**config.mk**
```make
export PLATFORM = sky130hd
export DESIGN_NAME = gcimc_top
export DESIGN_NICKNAME = d
export VERILOG_FILES = /design/src/rtl/gcimc_ci_det.v /design/src/rtl/gcimc_sync.v /design/src/rtl/gcimc_top.v
export VERILOG_INCLUDE_DIRS = /design/src /design/src/pkg
export SDC_FILE = /design/constraint.sdc
export NUM_CORES = 1
export LEC_CHECK = 0
export BUFFER_PORTS_ARGS = -buffer_cell sky130_fd_sc_hd__buf_2
export CAP_MARGIN = 5
export CORE_MARGIN = 10
export CORE_UTILIZATION = 30
export DETAILED_ROUTE_END_ITERATION = 16
export PLACE_DENSITY = 0.46
export SKIP_LAST_GASP = 1
export SLEW_MARGIN = 20
export SYNTH_ARGS = -nofsm -noshare
export SYNTH_HDL_FRONTEND = slang
export SYNTH_SLANG_ARGS = --single-unit
```
**constraint.sdc**
```tcl
create_clock -name clk -period 5.75 [get_ports clk]
set_clock_uncertainty 0.2 [all_clocks]
set_input_delay 1.15 -clock clk [delete_from_list [all_inputs] [get_ports clk]]
set_output_delay 1.15 -clock clk [all_outputs]
set_load 0.02 [all_outputs]
```
**src/pkg/gcimc_defines.vh**
```
// constants for the gci monitor and command/indication channel controllers
`ifndef GCIMC_DEFINES_VH
`define GCIMC_DEFINES_VH

// ****************************************************
// register map
// ****************************************************
`define GCIMC_ADDR_W        12
`define GCIMC_A_MON_RXBD    12'h73A
`define GCIMC_A_MON_TXBD    12'h73C
`define GCIMC_A_CI_RXBD     12'h73E
`define GCIMC_A_CI_TXBD     12'h740
`define GCIMC_A_MODE        12'h7F0
`define GCIMC_A_CMD         12'h7F2

// ****************************************************
// mode word fields, command bits and reset
// ****************************************************
`define GCIMC_MODE_RST      16'h3500
`define GCIMC_MODE_WMASK    16'hFF97
`define GCIMC_B_MON_EN      0
`define GCIMC_B_CI_EN       1
`define GCIMC_B_LOOP        2
`define GCIMC_B_PROT        4
`define GCIMC_B_CMD_ABORT   0
`define GCIMC_B_CMD_TMO     1

// ****************************************************
// descriptor fields
// ****************************************************
`define GCIMC_B_FLAG        15
`define GCIMC_B_LAST        14
`define GCIMC_B_MS          12
`define GCIMC_B_AB          9
`define GCIMC_B_EB          8
`define GCIMC_CI_HI         5
`define GCIMC_CI_LO         2

// ****************************************************
// frame layout and timing
// ****************************************************
`define GCIMC_LAST_BIT      4'hD
`define GCIMC_PRELAST_BIT   4'hC
`define GCIMC_ABORT_FRAMES  2'h2
`define GCIMC_DIAG_LOOPCTL  2'h3
`endif

```
**src/rtl/gcimc_ci_det.v**
```verilog
// command/indication change detector, double-frame confirmation
`timescale 1ns/1ns
module gcimc_ci_det #(
  parameter W = 4
) (
  input  wire         clk,
  input  wire         rstN,
  input  wire         enable,
  input  wire         frameDone,
  input  wire [W-1:0] code,
  output reg          validStb,
  output reg  [W-1:0] validCode
);
  reg [W-1:0] lastCode_ff;

  always @(posedge clk or negedge rstN) begin
    if (!rstN) begin
      lastCode_ff <= {W{1'b0}};
      validCode   <= {W{1'b0}};
      validStb    <= 1'b0;
    end else begin
      validStb <= 1'b0;
      if (enable && frameDone) begin
        lastCode_ff <= code;
        // a single corrupted frame never reaches software
        if (code != validCode && code == lastCode_ff) begin
          validCode <= code;
          validStb  <= 1'b1;
        end
      end
    end
  end
endmodule

```
**src/rtl/gcimc_sync.v**
```verilog
// two-stage synchroniser for pins from outside the clock domain
`timescale 1ns/1ns
module gcimc_sync #(
  parameter W = 1
) (
  input  wire         clk,
  input  wire         rstN,
  input  wire [W-1:0] din,
  output wire [W-1:0] dout
);
  reg [W-1:0] stage1_ff;
  reg [W-1:0] stage2_ff;

  // first stage feeds only the second stage
  always @(posedge clk or negedge rstN) begin
    if (!rstN) begin
      stage1_ff <= {W{1'b0}};
      stage2_ff <= {W{1'b0}};
    end else begin
      stage1_ff <= din;
      stage2_ff <= stage1_ff;
    end
  end

  assign dout = stage2_ff;
endmodule

```
**src/rtl/gcimc_top.v**
```verilog
// gci monitor and command/indication management channel controllers
`timescale 1ns/1ns
`include "gcimc_defines.vh"
module gcimc_top (
  input  wire        clk,
  input  wire        nrst,
  input  wire [11:0] regAddr,
  input  wire [15:0] regWdata,
  input  wire        regWr,
  input  wire        regRd,
  output reg  [15:0] regRdata,
  input  wire        gciMode,
  input  wire [1:0]  serialDiagField,
  input  wire        layer1BitClock,
  input  wire        frameSync,
  input  wire        layer1RxPin,
  output reg         layer1TxPin,
  output reg         layer1TxPinOe,
  output reg         monRxIrq,
  output reg         monTxIrq,
  output reg         ciRxIrq,
  output reg         ciTxIrq
);
  // ****************************************************
  // reset release
  // ****************************************************
  reg        rstMeta_ff;
  reg        rstN_ff;
  wire       rstN;

  always @(posedge clk or negedge nrst) begin
    if (!nrst) begin
      rstMeta_ff <= 1'b0;
      rstN_ff    <= 1'b0;
    end else begin
      rstMeta_ff <= 1'b1;
      rstN_ff    <= rstMeta_ff;
    end
  end
  assign rstN = rstN_ff;

  // ****************************************************
  // declarations
  // ****************************************************
  wire [2:0]  pinSync;
  wire        bitClkS;
  wire        fsyncS;
  wire        rxdS;
  reg         bitClkPrev_ff;
  wire        bitRise;
  wire        bitFall;
  reg  [3:0]  bitCnt_ff;
  reg         inFrame_ff;
  reg         frameDone_ff;
  reg  [13:0] rxShift_ff;
  reg  [13:0] txFrame_ff;
  wire [13:0] txVec;
  wire        loopBit;
  wire        rxBit;

  reg  [15:0] mode_ff;
  wire        monEn;
  wire        ciEn;
  wire        protSel;
  wire        loopSel;

  reg         monRxEmpty_ff;
  reg         monRxLast_ff;
  reg         monRxMs_ff;
  reg         monRxAb_ff;
  reg         monRxEb_ff;
  reg  [7:0]  monRxData_ff;
  reg         monTxReady_ff;
  reg         monTxLast_ff;
  reg         monTxAb_ff;
  reg         monTxEb_ff;
  reg  [7:0]  monTxData_ff;
  reg         ciRxEmpty_ff;
  reg  [3:0]  ciRxCode_ff;
  reg         ciTxReady_ff;
  reg  [3:0]  ciTxCode_ff;

  localparam TX_IDLE = 2'h0;
  localparam TX_SEND = 2'h1;
  localparam TX_GAP  = 2'h2;
  reg  [1:0]  txState_ff;
  reg  [1:0]  tmoCnt_ff;
  reg  [1:0]  abortCnt_ff;
  reg         sentReady_ff;
  reg  [7:0]  lastMon_ff;
  reg         stored_ff;
  reg         rxActive_ff;
  reg         rxEPrev_ff;

  wire [7:0]  rMon;
  wire [3:0]  rCi;
  wire        rA;
  wire        rE;
  wire        cmdWr;
  wire        abortCmd;
  wire        tmoCmd;
  wire        ciValid;
  wire [3:0]  ciCode;
  reg         aOut;
  reg         eOut;
  reg  [7:0]  monOut;

  // ****************************************************
  // pin synchronisers and bit clock edges
  // ****************************************************
  gcimc_sync #(
    .W    (3)
  ) u_sync (
    .clk  (clk),
    .rstN (rstN),
    .din  ({layer1BitClock, frameSync, layer1RxPin}),
    .dout (pinSync)
  );
  assign bitClkS = pinSync[2];
  assign fsyncS  = pinSync[1];
  assign rxdS    = pinSync[0];
  assign bitRise = bitClkS & ~bitClkPrev_ff;
  assign bitFall = ~bitClkS & bitClkPrev_ff;

  // ****************************************************
  // mode word decode
  // ****************************************************
  assign monEn   = mode_ff[`GCIMC_B_MON_EN] & gciMode;
  assign ciEn    = mode_ff[`GCIMC_B_CI_EN] & gciMode;
  assign protSel = mode_ff[`GCIMC_B_PROT];
  assign loopSel = mode_ff[`GCIMC_B_LOOP] & monEn & ciEn;

  // ****************************************************
  // frame timing
  // ****************************************************
  // bits: monitor msb first, c/i msb first, then A, then E
  assign txVec   = {monOut, ciTxCode_ff, aOut, eOut};
  // bit 0 is sampled on the same edge that latches the frame
  assign loopBit = fsyncS ? txVec[13] : txFrame_ff[4'hC - bitCnt_ff];
  assign rxBit   = loopSel ? loopBit : rxdS;

  always @(posedge clk or negedge rstN) begin
    if (!rstN) begin
      bitClkPrev_ff <= 1'b0;
      bitCnt_ff     <= 4'h0;
      inFrame_ff    <= 1'b0;
      frameDone_ff  <= 1'b0;
      rxShift_ff    <= 14'h3FFF;
      txFrame_ff    <= 14'h3FFF;
      layer1TxPin   <= 1'b1;
      layer1TxPinOe <= 1'b0;
    end else begin
      bitClkPrev_ff <= bitClkS;
      frameDone_ff  <= 1'b0;
      if (bitRise) begin
        // all channel timing runs off the layer-1 bit clock
        if (fsyncS) begin
          bitCnt_ff  <= 4'h0;
          inFrame_ff <= 1'b1;
          txFrame_ff <= txVec;
          rxShift_ff <= {rxShift_ff[12:0], rxBit};
        end else if (inFrame_ff && bitCnt_ff != `GCIMC_LAST_BIT) begin
          bitCnt_ff    <= bitCnt_ff + 4'h1;
          rxShift_ff   <= {rxShift_ff[12:0], rxBit};
          frameDone_ff <= (bitCnt_ff == `GCIMC_PRELAST_BIT);
        end else begin
          inFrame_ff <= 1'b0;
        end
      end
      if (bitFall) begin
        layer1TxPin   <= txFrame_ff[4'hD - bitCnt_ff];
        // pin released outside the channel slot
        layer1TxPinOe <= inFrame_ff && (monEn || ciEn) &&
                         serialDiagField != `GCIMC_DIAG_LOOPCTL;
      end
    end
  end

  assign rMon = rxShift_ff[13:6];
  assign rCi  = rxShift_ff[5:2];
  assign rA   = rxShift_ff[1];
  assign rE   = rxShift_ff[0];

  // ****************************************************
  // commands
  // ****************************************************
  assign cmdWr    = regWr && regAddr == `GCIMC_A_CMD;
  // one-cycle pulses, dropped unless the monitor is enabled in protocol mode in gci
  assign abortCmd = cmdWr && regWdata[`GCIMC_B_CMD_ABORT] &&
                    protSel && monEn;
  assign tmoCmd   = cmdWr && regWdata[`GCIMC_B_CMD_TMO] &&
                    protSel && monEn;

  // ****************************************************
  // monitor channel outgoing bits
  // ****************************************************
  always @* begin
    monOut = monTxData_ff;
    aOut   = 1'b1;
    eOut   = 1'b1;
    if (!protSel) begin
      aOut = monTxAb_ff;
      eOut = monTxEb_ff;
    end else begin
      // active-low E marks a byte on offer
      eOut = !(txState_ff == TX_SEND && tmoCnt_ff == 2'h0);
      // ack only once software has emptied the descriptor
      aOut = !(stored_ff && monRxEmpty_ff &&
               abortCnt_ff == 2'h0);
    end
  end

  // ****************************************************
  // monitor channel state
  // ****************************************************
  always @(posedge clk or negedge rstN) begin
    if (!rstN) begin
      txState_ff   <= TX_IDLE;
      tmoCnt_ff    <= 2'h0;
      abortCnt_ff  <= 2'h0;
      sentReady_ff <= 1'b0;
      lastMon_ff   <= 8'hFF;
      stored_ff    <= 1'b0;
      rxActive_ff  <= 1'b0;
      rxEPrev_ff   <= 1'b1;
    end else begin
      if (bitRise && fsyncS) begin
        sentReady_ff <= monTxReady_ff;
      end
      if (tmoCmd) begin
        tmoCnt_ff  <= `GCIMC_ABORT_FRAMES;
        txState_ff <= TX_IDLE;
      end else if (frameDone_ff && monEn && protSel) begin
        if (tmoCnt_ff != 2'h0) begin
          tmoCnt_ff <= tmoCnt_ff - 2'h1;
        end
        case (txState_ff)
          TX_IDLE: begin
            if (monTxReady_ff && tmoCnt_ff == 2'h0) begin
              txState_ff <= TX_SEND;
            end
          end
          TX_SEND: begin
            if (!rA) begin
              txState_ff <= TX_GAP;
            end
          end
          TX_GAP: begin
            txState_ff <= TX_IDLE;
          end
          default: begin
            txState_ff <= TX_IDLE;
          end
        endcase
      end else if (!monEn || !protSel) begin
        txState_ff <= TX_IDLE;
        tmoCnt_ff  <= 2'h0;
      end
      if (abortCmd) begin
        abortCnt_ff <= `GCIMC_ABORT_FRAMES;
      end else if (frameDone_ff && abortCnt_ff != 2'h0) begin
        abortCnt_ff <= abortCnt_ff - 2'h1;
      end
      if (frameDone_ff && monEn && protSel) begin
        rxEPrev_ff <= rE;
        if (!rE) begin
          rxActive_ff <= 1'b1;
          lastMon_ff  <= rMon;
          if (rMon != lastMon_ff) begin
            stored_ff <= 1'b0;
          end else if (monRxEmpty_ff) begin
            stored_ff <= 1'b1;
          end
        end else if (rxEPrev_ff) begin
          rxActive_ff <= 1'b0;
          stored_ff   <= 1'b0;
          lastMon_ff  <= 8'hFF;
        end
      end
    end
  end

  // ****************************************************
  // command/indication change detector
  // ****************************************************
  gcimc_ci_det #(
    .W         (4)
  ) u_ci_det (
    .clk       (clk),
    .rstN      (rstN),
    .enable    (ciEn),
    .frameDone (frameDone_ff),
    .code      (rCi),
    .validStb  (ciValid),
    .validCode (ciCode)
  );

  // ****************************************************
  // registers and descriptors
  // ****************************************************
  always @(posedge clk or negedge rstN) begin
    if (!rstN) begin
      mode_ff       <= `GCIMC_MODE_RST;
      monRxEmpty_ff <= 1'b1;
      monRxLast_ff  <= 1'b0;
      monRxMs_ff    <= 1'b0;
      monRxAb_ff    <= 1'b0;
      monRxEb_ff    <= 1'b0;
      monRxData_ff  <= 8'h00;
      monTxReady_ff <= 1'b0;
      monTxLast_ff  <= 1'b0;
      monTxAb_ff    <= 1'b1;
      monTxEb_ff    <= 1'b1;
      monTxData_ff  <= 8'hFF;
      ciRxEmpty_ff  <= 1'b1;
      ciRxCode_ff   <= 4'h0;
      ciTxReady_ff  <= 1'b0;
      ciTxCode_ff   <= 4'hF;
    end else begin
      // ready cleared by hardware first so a host set wins
      if (frameDone_ff && monEn) begin
        if (!protSel && sentReady_ff) begin
          monTxReady_ff <= 1'b0;
        end
        if (protSel && txState_ff == TX_SEND && !rA) begin
          monTxReady_ff <= 1'b0;
        end
      end
      if (frameDone_ff && ciEn) begin
        ciTxReady_ff <= 1'b0;
      end
      if (regWr) begin
        case (regAddr)
          `GCIMC_A_MODE: begin
            mode_ff <= regWdata & `GCIMC_MODE_WMASK;
          end
          `GCIMC_A_MON_RXBD: begin
            monRxEmpty_ff <= regWdata[`GCIMC_B_FLAG];
          end
          `GCIMC_A_MON_TXBD: begin
            monTxReady_ff <= regWdata[`GCIMC_B_FLAG];
            monTxLast_ff  <= regWdata[`GCIMC_B_LAST];
            monTxAb_ff    <= regWdata[`GCIMC_B_AB];
            monTxEb_ff    <= regWdata[`GCIMC_B_EB];
            monTxData_ff  <= regWdata[7:0];
          end
          `GCIMC_A_CI_RXBD: begin
            ciRxEmpty_ff <= regWdata[`GCIMC_B_FLAG];
          end
          `GCIMC_A_CI_TXBD: begin
            ciTxReady_ff <= regWdata[`GCIMC_B_FLAG];
            ciTxCode_ff  <= regWdata[`GCIMC_CI_HI:`GCIMC_CI_LO];
          end
          default: begin
          end
        endcase
      end
      // received data wins over a host write in the same cycle
      if (frameDone_ff && monEn && !protSel && monRxEmpty_ff) begin
        monRxData_ff  <= rMon;
        monRxAb_ff    <= rA;
        monRxEb_ff    <= rE;
        monRxLast_ff  <= 1'b0;
        monRxEmpty_ff <= 1'b0;
      end
      if (frameDone_ff && monEn && protSel) begin
        if (!rE) begin
          monRxMs_ff <= (rMon != lastMon_ff);
          if (rMon == lastMon_ff && !stored_ff && monRxEmpty_ff) begin
            monRxData_ff  <= rMon;
            monRxLast_ff  <= 1'b0;
            monRxEmpty_ff <= 1'b0;
          end
        end else if (rxEPrev_ff && rxActive_ff && monRxEmpty_ff) begin
          monRxLast_ff  <= 1'b1;
          monRxEmpty_ff <= 1'b0;
        end
      end
      if (ciValid && ciRxEmpty_ff) begin
        ciRxCode_ff  <= ciCode;
        ciRxEmpty_ff <= 1'b0;
      end
    end
  end

  // ****************************************************
  // read data and interrupt requests
  // ****************************************************
  always @(posedge clk or negedge rstN) begin
    if (!rstN) begin
      regRdata <= 16'h0000;
      monRxIrq <= 1'b0;
      monTxIrq <= 1'b0;
      ciRxIrq  <= 1'b0;
      ciTxIrq  <= 1'b0;
    end else begin
      // full or empty descriptors raise requests only when enabled
      monRxIrq <= monEn && !monRxEmpty_ff;
      monTxIrq <= monEn && !monTxReady_ff;
      ciRxIrq  <= ciEn && !ciRxEmpty_ff;
      ciTxIrq  <= ciEn && !ciTxReady_ff;
      regRdata <= 16'h0000;
      if (regRd) begin
        case (regAddr)
          `GCIMC_A_MODE: begin
            regRdata <= mode_ff;
          end
          `GCIMC_A_MON_RXBD: begin
            regRdata <= {monRxEmpty_ff, monRxLast_ff, 1'b0, monRxMs_ff,
                         2'h0, monRxAb_ff, monRxEb_ff, monRxData_ff};
          end
          `GCIMC_A_MON_TXBD: begin
            regRdata <= {monTxReady_ff, monTxLast_ff, 4'h0,
                         monTxAb_ff, monTxEb_ff, monTxData_ff};
          end
          `GCIMC_A_CI_RXBD: begin
            regRdata <= {ciRxEmpty_ff, 9'h000, ciRxCode_ff, 2'h0};
          end
          `GCIMC_A_CI_TXBD: begin
            regRdata <= {ciTxReady_ff, 9'h000, ciTxCode_ff, 2'h0};
          end
          default: begin
            regRdata <= 16'h0000;
          end
        endcase
      end
    end
  end
endmodule

```
==> results.md <==
* Fillers at 2,093
* Endpoints failing setup at 0
* CTS Sinks at 140
* Largest net degree at the start of global routing at 72
* Synth warnings at 0
* Number of flops mapped to enable cells by yosys at 0
* Clk pwr share at 45.5%
* Final HPWL DP at 11,400 um
* Port Buffers at 59
* Max-cap viol count at 0
* Adder-cell share of the synthesized area at 1.38%
* Cts-stage hold buffer count at 0
* Iter 0 DRT Violations at 237
* CTS buffer count at 17
* Mux contribution to synthesized area at 15.6%
* Mapped Nets at 583
* WP data required at 5.86 ns
* CTS H-tree lvls at 4
* Critical Path Sink Type: register
* Overflow after GRT at 0
* Run status: complete, no violations
* Post-route clock period utilization at 56.6%
* Async SR Flop Fraction at 100%
* Comb pwr share at 7.7%
* Clk Latency, worst-skew pair at 0.42 ns
* Vias per inst at 4.83
* Cell area after synthesis at 0.00635 mm2
* PostCTS Resize Cnt at 0
* Most frequent cells in the layout: dfrtp_1 (81), nand2_1 (70), buf_2 (59)
* Sw Share at 24.1%
* Clk slew on worst S/H paths at 0.06 ns
* Fmax at 307 MHz
* Post-Synth XOR/XNOR Area at 3.03%
* Post-synthesis simple-gate area fraction at 13.4%
* Area delta synth->final at 18.4%
* Post-CTS setup buffers at 0
* Post-route ant nets at 0
* Crit path DAT at 3.36 ns
* Vias in the first global route at 4,527
* Post-synthesis sequential area ratio at 56.3%
* GP Congestion at 0.800
* Min-delay src: u_sync.stage1_ff[0]
* Count of endpoints failing hold in the final timing report at 0
* Final core occ at 35.9%
* Grt met2 use at 19.3%
* Initial DRT Pass Iterations at 4
* Count of cell types in the netlist at 60
* WL final at 15,800 um
* Hold_ws at 0.149 ns
* Share of layout cells above drive strength 1 at 35.3%
* Sequential power share at 46.9%
* Hold crit path type: register to register
* GRT busiest layer: met2
* Reg-to-Reg Start: bitCnt_ff[1]
* Global-route wire length before repair at 24,800 um
* Most common cell after layout, fill and taps aside: dfrtp_1
* N_diodes at 0
* # DRC at 0
* Synth Instances at 538
* Avg WL per Cell at 17.9 um
* Worst vdd ir at 0.126 mV
* Clock Tree Root: clkbuf_16
* Met3 Usage GRT at 2.23%
* Syn avg cell area at 11.8 um2
* Crit path kind: primary input to register
* Pwr/cell area at 335 mW/mm2
* RSZ-0062 raised after global routing: false
* Period minus WS final at 3.25 ns
* Die area at 0.0274 mm2
* Cell Int Power at 1.91 mW
* Cell leakage power at 3.37 nW
* Synth Flop Type: dfrtp_1
* Least-Margin Pin Slew at 0.996 ns
* Register area at 0.00358 mm2
* M1 GR Usage at 14.9%
* Die height at 166 um
* Final TNS setup at 0 ns
* CP startpoint: regAddr[11]
* Die W at 166 um
* Synth Area in Compound Gates at 7.84%
* Vias at 4,257
* #FFs+latches synth at 140
* Final slew viol count at 0
* P_sw at 608 uW
* CTS tree: done
* Deepest clock path buffer count at 2
* Slew margin rel. at 33.5%
* Nets@finish at 639
* CP Launch Type: primary input
* Initial core utilization at 30.3%
* Largest family of logic cells by synthesized area: multiplexers
* CP Max Fanout at 16
* Gr usage total at 11.7%
* Cell Rows at 53
* Ports at 60
* Core area at 0.0210 mm2
* Multi-input gate area at 0.00263 mm2
* Initial antenna violation count at 0
==> area by class of cell <==
type / count / area share [%]
Clock buffer: 22 / 6.44
Clock inverter: 10 / 1.81
Inverter: 13 / 0.649
Multi-Input combinational cell: 362 / 34.9
Sequential cell: 140 / 47.6
Tap cell: 275 / 4.57
Timing Repair Buffer: 60 / 4.03
==> cell families (layout without fill, tap and decap cells) <==
logic type      Yosys count  in the layout
xor+xnor                 22             22
other cells               1              1
flops                   140            140
simple gates            175            175
mux                      80             80
fa+ha+maj                 7              7
buf+inv                  36            105
compound gates           77             77
==> synthesized netlist by cell type, types with 7 or more instances <==
master / count / share of area, %
nand3_1: 24 / 1.9
nor2_1: 32 / 1.9
a21oi_1: 26 / 2.0
inv_1: 12 / 0.71
o22a_1: 8 / 1.1
mux2i_1: 8 / 1.3
clkbuf_1: 14 / 0.83
ha_1: 7 / 1.4
dfstp_2: 58 / 24
o21ai_0: 14 / 1.1
xnor2_1: 10 / 1.4
dfrtp_1: 82 / 32
mux2_1: 8 / 1.4
and3_1: 7 / 0.69
nand2_1: 70 / 4.1
xor2_1: 12 / 1.7
mux2_2: 57 / 10
==> power groups by stage <==
stage | sequential, mW | combinational, mW | clock, mW
after CTS | 1.18 | 0.198 | 1.17
final | 1.18 | 0.193 | 1.15
after floorplan | 1.16 | 0.154 | 0
after detailed placement | 1.20 | 0.197 | 0
after global routing | 1.20 | 0.217 | 1.21
after global placement | 1.20 | 0.194 | 0
==> worst max-delay path, cell delays in order <==
cell     delay (ns)
buf_2          0.09
and4b_1        0.30
nor3b_4        0.57
nand3_1        0.73
mux2_2         0.51
==> final timing paths <==
| kind | end | slack (ns) | cells after the start |
|---|---|---|---|
| worst max-delay path | mode_ff[9] | 2.50 | 5 |
| worst min-delay path | u_sync.dout[0] | 0.15 | 0 |
| worst max register to register | rxShift_ff[6] | 3.13 | 7 |
| worst min register to register | u_sync.dout[0] | 0.15 | 0 |
| max in group asynchronous | ciRxCode_ff[1] | 3.66 | 1 |
| min in group asynchronous | u_ci_det.lastCode_ff[1] | 0.29 | 0 |
==> stage by stage <==
step	setup WS [ns]	cell area [um2]	instances	power [mW]
2_1_floorplan	1.46	6350	538	1.32
3_3_place_gp	2.19	6900	850	1.39
3_5_place_dp	2.07	6900	850	1.40
4_1_cts	2.53	7520	882	2.55
5_1_grt	2.36	7520	882	2.63
6_report	2.50	7520	882	2.52
==> routing by layer <==
metal	up-vias	routed length (um)
met1	2144	7180
li1	2026	-
met2	68	7820
met4	0	277
met3	19	473
met5	-	0
==> state kept, by name (all words and copies together), names as in the netlist, 4 cells and up <==
name                  flops
regRdata                 16
mode_ff                  13
monOut                    8
rxShift_ff               14
u_ci_det.validCode        4
txFrame_ff               14
ciRxCode_ff               4
monRxData_ff              8
ciTxCode_ff               4
u_ci_det.lastCode_ff      4
lastMon_ff                8
bitCnt_ff                 4
Power figures use the tool's default switching activity.
